[config.mk]
export PLATFORM = sky130hd
export DESIGN_NAME = cprm_top
export DESIGN_NICKNAME = d
export VERILOG_FILES = /design/src/pkg/cprm_pkg.sv /design/src/pkg/cprm_mem_if.sv /design/src/core/cprm_flag.sv /design/src/core/cprm_id_mem.sv /design/src/core/cprm_top.sv
export VERILOG_INCLUDE_DIRS = /design/src /design/src/pkg
export SDC_FILE = /design/constraint.sdc
export NUM_CORES = 2
export LEC_CHECK = 0
export BUFFER_PORTS_ARGS = -buffer_cell sky130_fd_sc_hd__buf_2
export CAP_MARGIN = 20
export CORE_MARGIN = 5
export CORE_UTILIZATION = 60
export CTS_CLUSTER_DIAMETER = 50
export CTS_CLUSTER_SIZE = 10
export DETAILED_ROUTE_END_ITERATION = 10
export PLACE_DENSITY = 0.77
export SETUP_SLACK_MARGIN = 0.4
export SYNTH_ARGS = -nofsm -noshare
export SYNTH_HDL_FRONTEND = slang
export SYNTH_SLANG_ARGS = --single-unit
[constraint.sdc]
create_clock -name clk -period 3.8 [get_ports clk]
set_input_delay 0.19 -clock clk [delete_from_list [all_inputs] [get_ports clk]]
set_output_delay 0.19 -clock clk [all_outputs]
set_load 0.1 [all_outputs]
[src/pkg/cprm_cfg.svh]
/*
 * Offsets, field positions, reset values and sizes of the
 * protection receiver tail and repeater mailbox.
 * Assumes word addressing on both register ports.
 */
`ifndef CPRM_CFG_SVH
`define CPRM_CFG_SVH

// upstream-facing register port, word indices
`define CPRM_MSG_IDX 8'h42
`define CPRM_CAPS_IDX 8'h43

// repeater message port, word indices
`define CPRM_LIST_IDX 8'h00
`define CPRM_TOPO_IDX 8'h01
`define CPRM_TYPE_IDX 8'h02
`define CPRM_ROLE_IDX 8'h03

// field positions
`define CPRM_REQ_BIT 18
`define CPRM_RDY_BIT 17
`define CPRM_VLD_BIT 16
`define CPRM_TYPE_VLD_BIT 8
`define CPRM_VER_LSB 16
`define CPRM_NEWREV_BIT 1
`define CPRM_ROLE_BIT 0

// reset values
`define CPRM_ZERO_RST 32'h00000000
`define CPRM_CAPS_RST 32'h00020002
`define CPRM_VERSION 8'h02
`define CPRM_TOPO_RST 16'h0000
`define CPRM_TYPE_RST 8'h00

// id list store: 32 devices of 5 bytes, plus slack
`define CPRM_LIST_DEPTH 256
`define CPRM_LIST_LIMIT 9'h0A0

`endif

[src/pkg/cprm_pkg.sv]
/*
 * Types of the protection receiver tail and repeater mailbox.
 * Assumes cprm_cfg.svh supplies the numbers.
 */
package cprm_pkg;

    // downstream topology word as the processor supplies it
    typedef struct packed {
        logic [3:0] reserved;
        logic [2:0] cascadeDepth;
        logic [4:0] deviceCount;
        logic too_many_devices_flag;
        logic cascade_limit_flag;
        logic new_rev_repeater_below;
        logic old_rev_device_below;
    } cprm_topology_t;

    typedef enum logic [2:0] {
        MB_IDLE = 3'b001,
        MB_WAIT = 3'b010,
        MB_FULL = 3'b100
    } cprm_mb_state_t;

endpackage

[src/pkg/cprm_mem_if.sv]
/*
 * Carrier between the mailbox and its id list store.
 * Assumes one clock; read data arrive one cycle after rdAddr.
 */
`timescale 1ns/1ps
interface cprm_mem_if;
    logic wrEn;
    logic [7:0] wrAddr;
    logic [7:0] wrData;
    logic [7:0] rdAddr;
    logic [7:0] rdData;

    modport ctrl (
        output wrEn,
        output wrAddr,
        output wrData,
        output rdAddr,
        input rdData
    );

    modport mem (
        input wrEn,
        input wrAddr,
        input wrData,
        input rdAddr,
        output rdData
    );
endinterface

[src/core/cprm_flag.sv]
/*
 * Sticky flag: set by hardware, cleared by an access.
 * Assumes set and clr are one-cycle pulses on clk.
 */
`timescale 1ns/1ps
module cprm_flag (
    input wire logic clk,
    input wire logic rst,
    input wire logic set,
    input wire logic clr,
    output logic q
);
    logic flag_ff;

    // set wins so an event landing on the clearing access survives
    always_ff @(posedge clk or posedge rst) begin
        if (rst) begin
            flag_ff <= 1'b0;
        end else if (set) begin
            flag_ff <= 1'b1;
        end else if (clr) begin
            flag_ff <= 1'b0;
        end
    end

    assign q = flag_ff;
endmodule

[src/core/cprm_id_mem.sv]
/*
 * Byte store for the downstream receiver id list.
 * Assumes one writer and one reader on clk; read data registered.
 */
`timescale 1ns/1ps
`include "cprm_cfg.svh"
module cprm_id_mem (
    input wire logic clk,
    cprm_mem_if.mem port
);
    logic [7:0] store [`CPRM_LIST_DEPTH];
    logic [7:0] rdData_ff;

    // no reset: contents are meaningless until the list is written
    always_ff @(posedge clk) begin
        if (port.wrEn) begin
            store[port.wrAddr] <= port.wrData;
        end
    end

    always_ff @(posedge clk) begin
        rdData_ff <= store[port.rdAddr];
    end

    assign port.rdData = rdData_ff;
endmodule

[src/core/cprm_top.sv]
/*
 * Receiver register tail (message window, capabilities) and the
 * repeater mailbox through which the downstream processor hands
 * over the id list, topology word and role, and reads stream type.
 * Assumes both register ports and the core side run on clk, and
 * that requests are single-cycle strobes.
 */
`timescale 1ns/1ps
`include "cprm_cfg.svh"

// Notes on behaviour
// - message window moves one byte per access in bits 7:0, bursts allowed
// - capability bits 23:16 report protocol version two
// - capability bit 1 always reads one: newer revision supported
// - capability bits 15:2 always read zero
// - capability bit 0 is zero as endpoint, one as repeater
// - core raises request bit 18 when it needs data; ready then set
// - core raises ready bit 17 after processing the previous data
// - core clears valid bit 16 itself after reading the data
// - topology word: depth 11:9, count 8:4, flags 3:0, 15:12 reserved
// - type valid bit 8 set on new type, cleared when type read
// - type 0x00 is type 0; 0x01 and above mean type 1
// - repeater port: writes take no wait, reads one wait cycle
module cprm_top (
    input wire logic clk,
    input wire logic rst,
    // upstream-facing register port
    input wire logic [7:0] regAddr,
    input wire logic regWr,
    input wire logic regRd,
    input wire logic [31:0] regWrData,
    output logic [31:0] regRdData,
    // message bytes toward and from the protocol engine
    output logic [7:0] msgWrByte,
    output logic msgWrStrobe,
    input wire logic [7:0] msgRdByte,
    output logic msgRdStrobe,
    // repeater message port
    input wire logic [7:0] rptAddr,
    input wire logic rptWr,
    input wire logic rptRd,
    input wire logic [31:0] rptWrData,
    output logic [31:0] rptRdData,
    // protocol engine side of the mailbox
    input wire logic listRequest,
    input wire logic listConsumed,
    input wire logic [7:0] listRdAddr,
    output logic [7:0] listRdData,
    output logic [7:0] listLength,
    output logic topologyValid,
    output logic [15:0] topologyInfo,
    output logic [2:0] cascadeDepth,
    output logic [4:0] deviceCount,
    output logic tooManyDevices,
    output logic cascadeLimit,
    output logic newRevRepeaterBelow,
    output logic oldRevDeviceBelow,
    input wire logic [7:0] typeIn,
    input wire logic typeLoad,
    output logic streamIsType1,
    output logic repeaterMode
);
    cprm_pkg::cprm_mb_state_t state_ff;
    cprm_pkg::cprm_mb_state_t nxt_state;
    cprm_pkg::cprm_topology_t topo_ff;
    logic processed_ff;
    logic role_ff;
    logic [7:0] type_ff;
    logic [8:0] listPtr_ff;
    logic [31:0] regRdData_ff;
    logic [31:0] rptRdData_ff;
    logic [7:0] msgWrByte_ff;
    logic msgWrStrobe_ff;
    logic request;
    logic ready;
    logic validQ;
    logic typeValidQ;
    logic listWrHit;
    logic topoWrHit;
    logic validWrite;
    logic typeReadHit;
    logic consume;
    logic [31:0] capsWord;
    logic [31:0] topoWord;
    logic [31:0] typeWord;

    cprm_mem_if memBus ();

    // upstream register port: message window and capabilities

    // each access moves exactly one byte, so a burst is repeated access
    always_ff @(posedge clk or posedge rst) begin
        if (rst) begin
            msgWrByte_ff <= 8'h00;
            msgWrStrobe_ff <= 1'b0;
        end else begin
            msgWrStrobe_ff <= regWr && (regAddr == `CPRM_MSG_IDX);
            if (regWr && (regAddr == `CPRM_MSG_IDX)) begin
                msgWrByte_ff <= regWrData[7:0];
            end
        end
    end

    assign msgWrByte = msgWrByte_ff;
    assign msgWrStrobe = msgWrStrobe_ff;
    // engine advances to the next byte on every window read
    assign msgRdStrobe = regRd && (regAddr == `CPRM_MSG_IDX);

    always_comb begin
        capsWord = `CPRM_ZERO_RST;
        capsWord[`CPRM_VER_LSB +: 8] = `CPRM_VERSION;
        capsWord[`CPRM_NEWREV_BIT] = 1'b1;
        capsWord[`CPRM_ROLE_BIT] = role_ff;
    end

    always_ff @(posedge clk or posedge rst) begin
        if (rst) begin
            regRdData_ff <= `CPRM_ZERO_RST;
        end else if (regRd) begin
            case (regAddr)
                `CPRM_MSG_IDX: regRdData_ff <= {24'h000000, msgRdByte};
                `CPRM_CAPS_IDX: regRdData_ff <= capsWord;
                default: regRdData_ff <= `CPRM_ZERO_RST;
            endcase
        end
    end

    assign regRdData = regRdData_ff;

    // repeater port decode; addresses are word indices
    assign listWrHit = rptWr && (rptAddr == `CPRM_LIST_IDX);
    assign topoWrHit = rptWr && (rptAddr == `CPRM_TOPO_IDX);
    assign typeReadHit = rptRd && (rptAddr == `CPRM_TYPE_IDX);
    // a hand-over is only accepted while ready shows one
    assign validWrite = topoWrHit && rptWrData[`CPRM_VLD_BIT] && ready;
    assign consume = listConsumed && validQ;

    // mailbox handshake state

    always_comb begin
        nxt_state = state_ff;
        case (state_ff)
            cprm_pkg::MB_IDLE: begin
                if (listRequest) begin
                    nxt_state = cprm_pkg::MB_WAIT;
                end
            end
            cprm_pkg::MB_WAIT: begin
                if (validWrite) begin
                    nxt_state = cprm_pkg::MB_FULL;
                end
            end
            cprm_pkg::MB_FULL: begin
                if (consume) begin
                    nxt_state = cprm_pkg::MB_IDLE;
                end
            end
            default: nxt_state = cprm_pkg::MB_IDLE;
        endcase
    end

    always_ff @(posedge clk or posedge rst) begin
        if (rst) begin
            state_ff <= cprm_pkg::MB_IDLE;
        end else begin
            state_ff <= nxt_state;
        end
    end

    assign request = (state_ff != cprm_pkg::MB_IDLE);

    // processed: set once the core has used the last hand-over
    always_ff @(posedge clk or posedge rst) begin
        if (rst) begin
            processed_ff <= 1'b0;
        end else if (consume) begin
            processed_ff <= 1'b1;
        end else if (validWrite) begin
            processed_ff <= 1'b0;
        end
    end

    // ready can never be low while a request stands
    assign ready = processed_ff || request;

    cprm_flag u_topoValid (
        .clk(clk),
        .rst(rst),
        .set(validWrite),
        .clr(consume),
        .q(validQ)
    );

    // topology word is latched together with the valid mark
    always_ff @(posedge clk or posedge rst) begin
        if (rst) begin
            topo_ff <= `CPRM_TOPO_RST;
        end else if (validWrite) begin
            topo_ff <= rptWrData[15:0];
        end
    end

    assign topologyValid = validQ;
    assign topologyInfo = topo_ff;
    assign cascadeDepth = topo_ff.cascadeDepth;
    assign deviceCount = topo_ff.deviceCount;
    assign tooManyDevices = topo_ff.too_many_devices_flag;
    assign cascadeLimit = topo_ff.cascade_limit_flag;
    assign newRevRepeaterBelow = topo_ff.new_rev_repeater_below;
    assign oldRevDeviceBelow = topo_ff.old_rev_device_below;

    // id list bytes, stored in arrival order: first byte is the msb

    // pointer restarts after each use so the next list starts at zero;
    // bytes past CPRM_LIST_LIMIT, outside a ready window or while valid is set are dropped
    always_ff @(posedge clk or posedge rst) begin
        if (rst) begin
            listPtr_ff <= 9'h000;
        end else if (consume) begin
            listPtr_ff <= 9'h000;
        end else if (listWrHit && ready && !validQ
                     && (listPtr_ff < `CPRM_LIST_LIMIT)) begin
            listPtr_ff <= listPtr_ff + 9'h001;
        end
    end


    always_comb begin
        memBus.wrEn = listWrHit && ready && !validQ
                      && (listPtr_ff < `CPRM_LIST_LIMIT);
        memBus.wrAddr = listPtr_ff[7:0];
        memBus.wrData = rptWrData[7:0];
        memBus.rdAddr = listRdAddr;
    end

    cprm_id_mem u_idMem (
        .clk(clk),
        .port(memBus.mem)
    );

    assign listRdData = memBus.rdData;
    assign listLength = listPtr_ff[7:0];

    // content stream type

    always_ff @(posedge clk or posedge rst) begin
        if (rst) begin
            type_ff <= `CPRM_TYPE_RST;
        end else if (typeLoad) begin
            type_ff <= typeIn;
        end
    end

    cprm_flag u_typeValid (
        .clk(clk),
        .rst(rst),
        .set(typeLoad),
        .clr(typeReadHit),
        .q(typeValidQ)
    );

    // reserved codes fold into type 1
    assign streamIsType1 = (type_ff != 8'h00);

    // downstream role written by the processor

    always_ff @(posedge clk or posedge rst) begin
        if (rst) begin
            role_ff <= 1'b0;
        end else if (rptWr && (rptAddr == `CPRM_ROLE_IDX)) begin
            role_ff <= rptWrData[`CPRM_ROLE_BIT];
        end
    end

    assign repeaterMode = role_ff;

    // repeater port read path

    always_comb begin
        topoWord = `CPRM_ZERO_RST;
        topoWord[`CPRM_REQ_BIT] = request;
        topoWord[`CPRM_RDY_BIT] = ready;
        topoWord[`CPRM_VLD_BIT] = validQ;
        topoWord[15:0] = topo_ff;
        typeWord = `CPRM_ZERO_RST;
        typeWord[`CPRM_TYPE_VLD_BIT] = typeValidQ;
        typeWord[7:0] = type_ff;
    end

    // data registered on the request edge: one wait cycle for reads,
    // writes take effect on the same edge with no wait
    always_ff @(posedge clk or posedge rst) begin
        if (rst) begin
            rptRdData_ff <= `CPRM_ZERO_RST;
        end else if (rptRd) begin
            case (rptAddr)
                `CPRM_TOPO_IDX: rptRdData_ff <= topoWord;
                `CPRM_TYPE_IDX: rptRdData_ff <= typeWord;
                `CPRM_ROLE_IDX: rptRdData_ff <= {31'h00000000, role_ff};
                default: rptRdData_ff <= `CPRM_ZERO_RST;
            endcase
        end
    end

    assign rptRdData = rptRdData_ff;
endmodule

==> summary.md <==
The number of max-capacitance violations reported is 0, and the core region area is 0.1372 sq mm. The first global-routing pass estimated 282.5 mm of wire. For this design the static power due to leakage is 33.88 nW. Clock skew on the completed layout was measured at 36.34 ps.

The worst-case headroom to the max-slew limit was 24.29%; the antenna violation net count after detailed routing was 0. The first-pass detailed-route iteration total is 6. The clock latency on the worst-skew pair was 840 ps; the critical path required time was 4250 ps. After detailed routing, the total wire length is 189.4 mm. The logs give 45.14k for the via count of the first global-routing pass and 0 for the hold violation count in the final report. The die covers 0.1453 sq mm.

Pin count of the biggest net entering global routing: 142. Once the floorplan was initialized, standard cells occupied 60.27% of the core. The initial antenna violation count is 5. The Yosys step of the flow raised 0 warnings.

After the first detailed-routing iteration, the DRC count stood at 5071. The clock tree synthesis step divided the H-tree into 4 levels. Among all flip-flop cells after synthesis, the most frequent one is edfxtp_1. After detailed routing, the number of remaining DRC violations is 0. In the layout the commonest cells are edfxtp_1 (2048), conb_1 (804), mux4_2 (453), buf_4 (246), clkbuf_16 (237). After legalization and detailed placement, the total HPWL measured 111.0 mm. The critical path endpoint category was a flip-flop. Maximum count of clock buffers along a single path: 3.

The ratio of routed vias to standard cells is 6.070, and the width of the die is 381.2 um. After floorplanning, the core was divided into 136 placement rows. The critical path class is flip-flop to flip-flop. The mean instance size in the synthesized netlist was 20.81 sq um. The maximum vdd drop was 451.2 uV; the peak fanout along the critical path was 15. Setup total negative slack on the finished layout was measured at 0 ps.

The global-route usage over all layers is 26.31%, and the last weighted congestion value of the routability-driven placer is 0.8430. The cell count of the worst reg-to-reg path is 5. The clock edge transition at the registers on the reported setup and hold paths was 50 ps; the via total after detailed routing was 43.31k. For this design the ratio of total power to cell area is 512.2 mW/mm^2. The share of the Yosys chip area taken by registers is 76.92%. Dividing the detail-routed wire length by the instance count gives 26.54 um. The area of all placed cells without fillers was 0.09698 sq mm. Leaving out fill and tap cells, the most frequent cell in the layout is edfxtp_1.

Counting flops with a built-in enable in the synthesized netlist gives 2048. For the number of primary I/O pins, the log shows 234. The number of max-slew violations in the final report was 0; the number of instances on the worst hold path was 1. Of the cells placed in the final design, the portion with a size suffix greater than 1 is 22.71%. After global routing the overflow that remains totals 0. TritonCTS built the clock tree. Setup repair after global routing left no endpoint under its margin.

Buffers inserted during clock tree synthesis total 234. The tools report the root cell of the clock tree as clkbuf_16. Startpoint type of the worst setup path: a flip-flop.

The gate count after technology mapping is 3973. Prior to clock tree synthesis, the placed netlist has a worst setup slack of 449.9 ps. For the final-report setup violation count, the log shows 0. The path class of the tightest hold or removal check is primary input to flip-flop.

Counting the fill cells in the layout gives 8121. The number of setup buffers added after CTS is 0. In the final design database the tool counted 5369 nets.

The flip-flop and latch count after synthesis came out at 2133. The run gives 86 as the number of buffers inserted by hold repair at cts. The final clock period utilization by the worst path is 79.85%. The run gives 0.3296 GHz as the maximum clock frequency. In this run the cell area measured after placement is 0.08971 sq mm. The count of port buffers added during placement works out to 158. For this run, asynchronously set or reset flops after synthesis account for 3.610%. The actual slew at the worst max-slew pin is 1136 ps. The tools report the post-synthesis cell type count as 64.

The floorplan step set the die height to 381.2 um. The tools report the total power as 49.67 mW. The area growth from synthesis to layout is 17.32%. The number of gates resized after CTS was 0. The run finished with clean final reports. The tree built by TritonCTS fans out to 2133 sinks. Summing every instance area after synthesis gives 0.08266 sq mm.

STA puts the critical path data arrival time at 3490 ps. The worst path meets setup with 765.6 ps of slack. After layout, the minimum clock period comes to 3034 ps.
[sequential cells by signal, summed over array words and instances, names as in the netlist]
name	flops
cascadeDepth	3
msgWrByte	8
newRevRepeaterBelow	1
type_ff	8
u_typeValid.q	1
oldRevDeviceBelow	1
msgWrStrobe	1
state_ff	3
tooManyDevices	1
deviceCount	5
cascadeLimit	1
rptRdData	19
u_idMem.store	2048
processed_ff	1
u_topoValid.q	1
topologyInfo	4
repeaterMode	1
regRdData	9
listPtr_ff	9
u_idMem.port.rdData	8
[critical path, cell delays in order (launching register included)]
cell	delay (ps)
dfrtp_1	420
nor4_1	430
nand4_1	260
nor3_2	270
nand2_1	440
nor2_1	820
[cells by family (layout without fill, tap and decap cells)]
kind of cell | count (synthesis) | in the layout | synth area share [%]
XOR/XNOR | 5 | 5 | 0.05297
multiplexers | 629 | 629 | 14.54
AO/OA/AOI/OAI | 445 | 445 | 3.702
adder cells (fa/ha/maj) | 4 | 4 | 0.06055
buffers and inverters | 320 | 881 | 2.242
flip-flops | 2133 | 2133 | 76.92
AND/OR/NAND/NOR | 436 | 436 | 2.476
other | 1 | 808 | 0.004536
[power by group]
group / switching (mW) / internal, mW
sequential: 0.242 / 26.6
clock: 8.43 / 11.2
combinational: 2.06 / 1.14
[per-layer routing]
layer	share of wire, %	vias up	track usage [%]
met3	9.7	441	5.825
met5	0.014	-	0
met1	37	22230	35.09
met4	3.7	4	9.729
met2	50	2478	43.44
li1	-	18160	-
[path summary, 6_finish.rpt]
path,from,endpoint,slack (ps)
min in group asynchronous,rst,msgWrStrobe,540
worst max-delay path,u_topoValid.q,u_idMem.store[6][4],770
worst min register to register,processed_ff,processed_ff,480
worst min-delay path,rptWrData[7],u_idMem.store[21][7],30
max in group asynchronous,rst,deviceCount[2],2420
worst max register to register,u_topoValid.q,u_idMem.store[6][4],770
[metrics by stage]
step	instances	utilization, %	hold slack, ps
final	7135	70.71	32.70
after floorplan	4776	-	241.2
after detailed placement	6724	65.41	312.6
after global routing	7132	70.71	69.59
after CTS	7131	70.71	10.71
after global placement	6724	65.41	310.4
[cell usage after synthesis, types with 4 or more instances]
master | n | area, sq um
and3_1 | 5 | 31.28
a22oi_1 | 126 | 945.9
nor3b_1 | 7 | 52.55
nor4_1 | 32 | 200.2
a21oi_1 | 72 | 360.4
o21ai_1 | 5 | 25.02
dfxtp_1 | 8 | 160.2
edfxtp_1 | 2048 | 61500
xor2_1 | 4 | 35.03
dfrtp_1 | 76 | 1902
mux2i_1 | 133 | 1331
inv_1 | 36 | 135.1
o22ai_1 | 36 | 225.2
mux4_2 | 453 | 10200
a221oi_1 | 21 | 183.9
a31oi_1 | 13 | 81.33
ha_1 | 4 | 50.05
buf_4 | 91 | 683.2
o221ai_1 | 25 | 219.0
a2111oi_0 | 6 | 52.55
nand3_1 | 39 | 195.2
buf_1 | 15 | 56.30
buf_8 | 9 | 135.1
o21ai_0 | 60 | 300.3
a211oi_1 | 33 | 247.7
a22o_1 | 30 | 262.8
buf_2 | 56 | 280.3
nor2_1 | 183 | 686.9
nand2b_1 | 13 | 81.33
and2_1 | 5 | 31.28
nand4_1 | 8 | 50.05
o21bai_1 | 4 | 30.03
nor3_1 | 15 | 75.07
nor2b_1 | 24 | 150.1
clkbuf_1 | 98 | 367.9
buf_6 | 12 | 135.1
mux2_2 | 43 | 484.2
nand2_1 | 86 | 322.8
[layout make-up]
type                    instances  area (sq um)  area share (%)
diodes                          4         10.01         0.01032
clock buffers                 302          6185           6.377
clock inverters                19         222.7          0.2296
inverters                      36         135.1          0.1393
multi-input cells            2323         20300           20.93
flip-flops and latches       2133         63590           65.56
well taps                    1794          2245           2.314
repair buffers                524          4297           4.430
No activity file was read; power rests on OpenSTA's default activity.
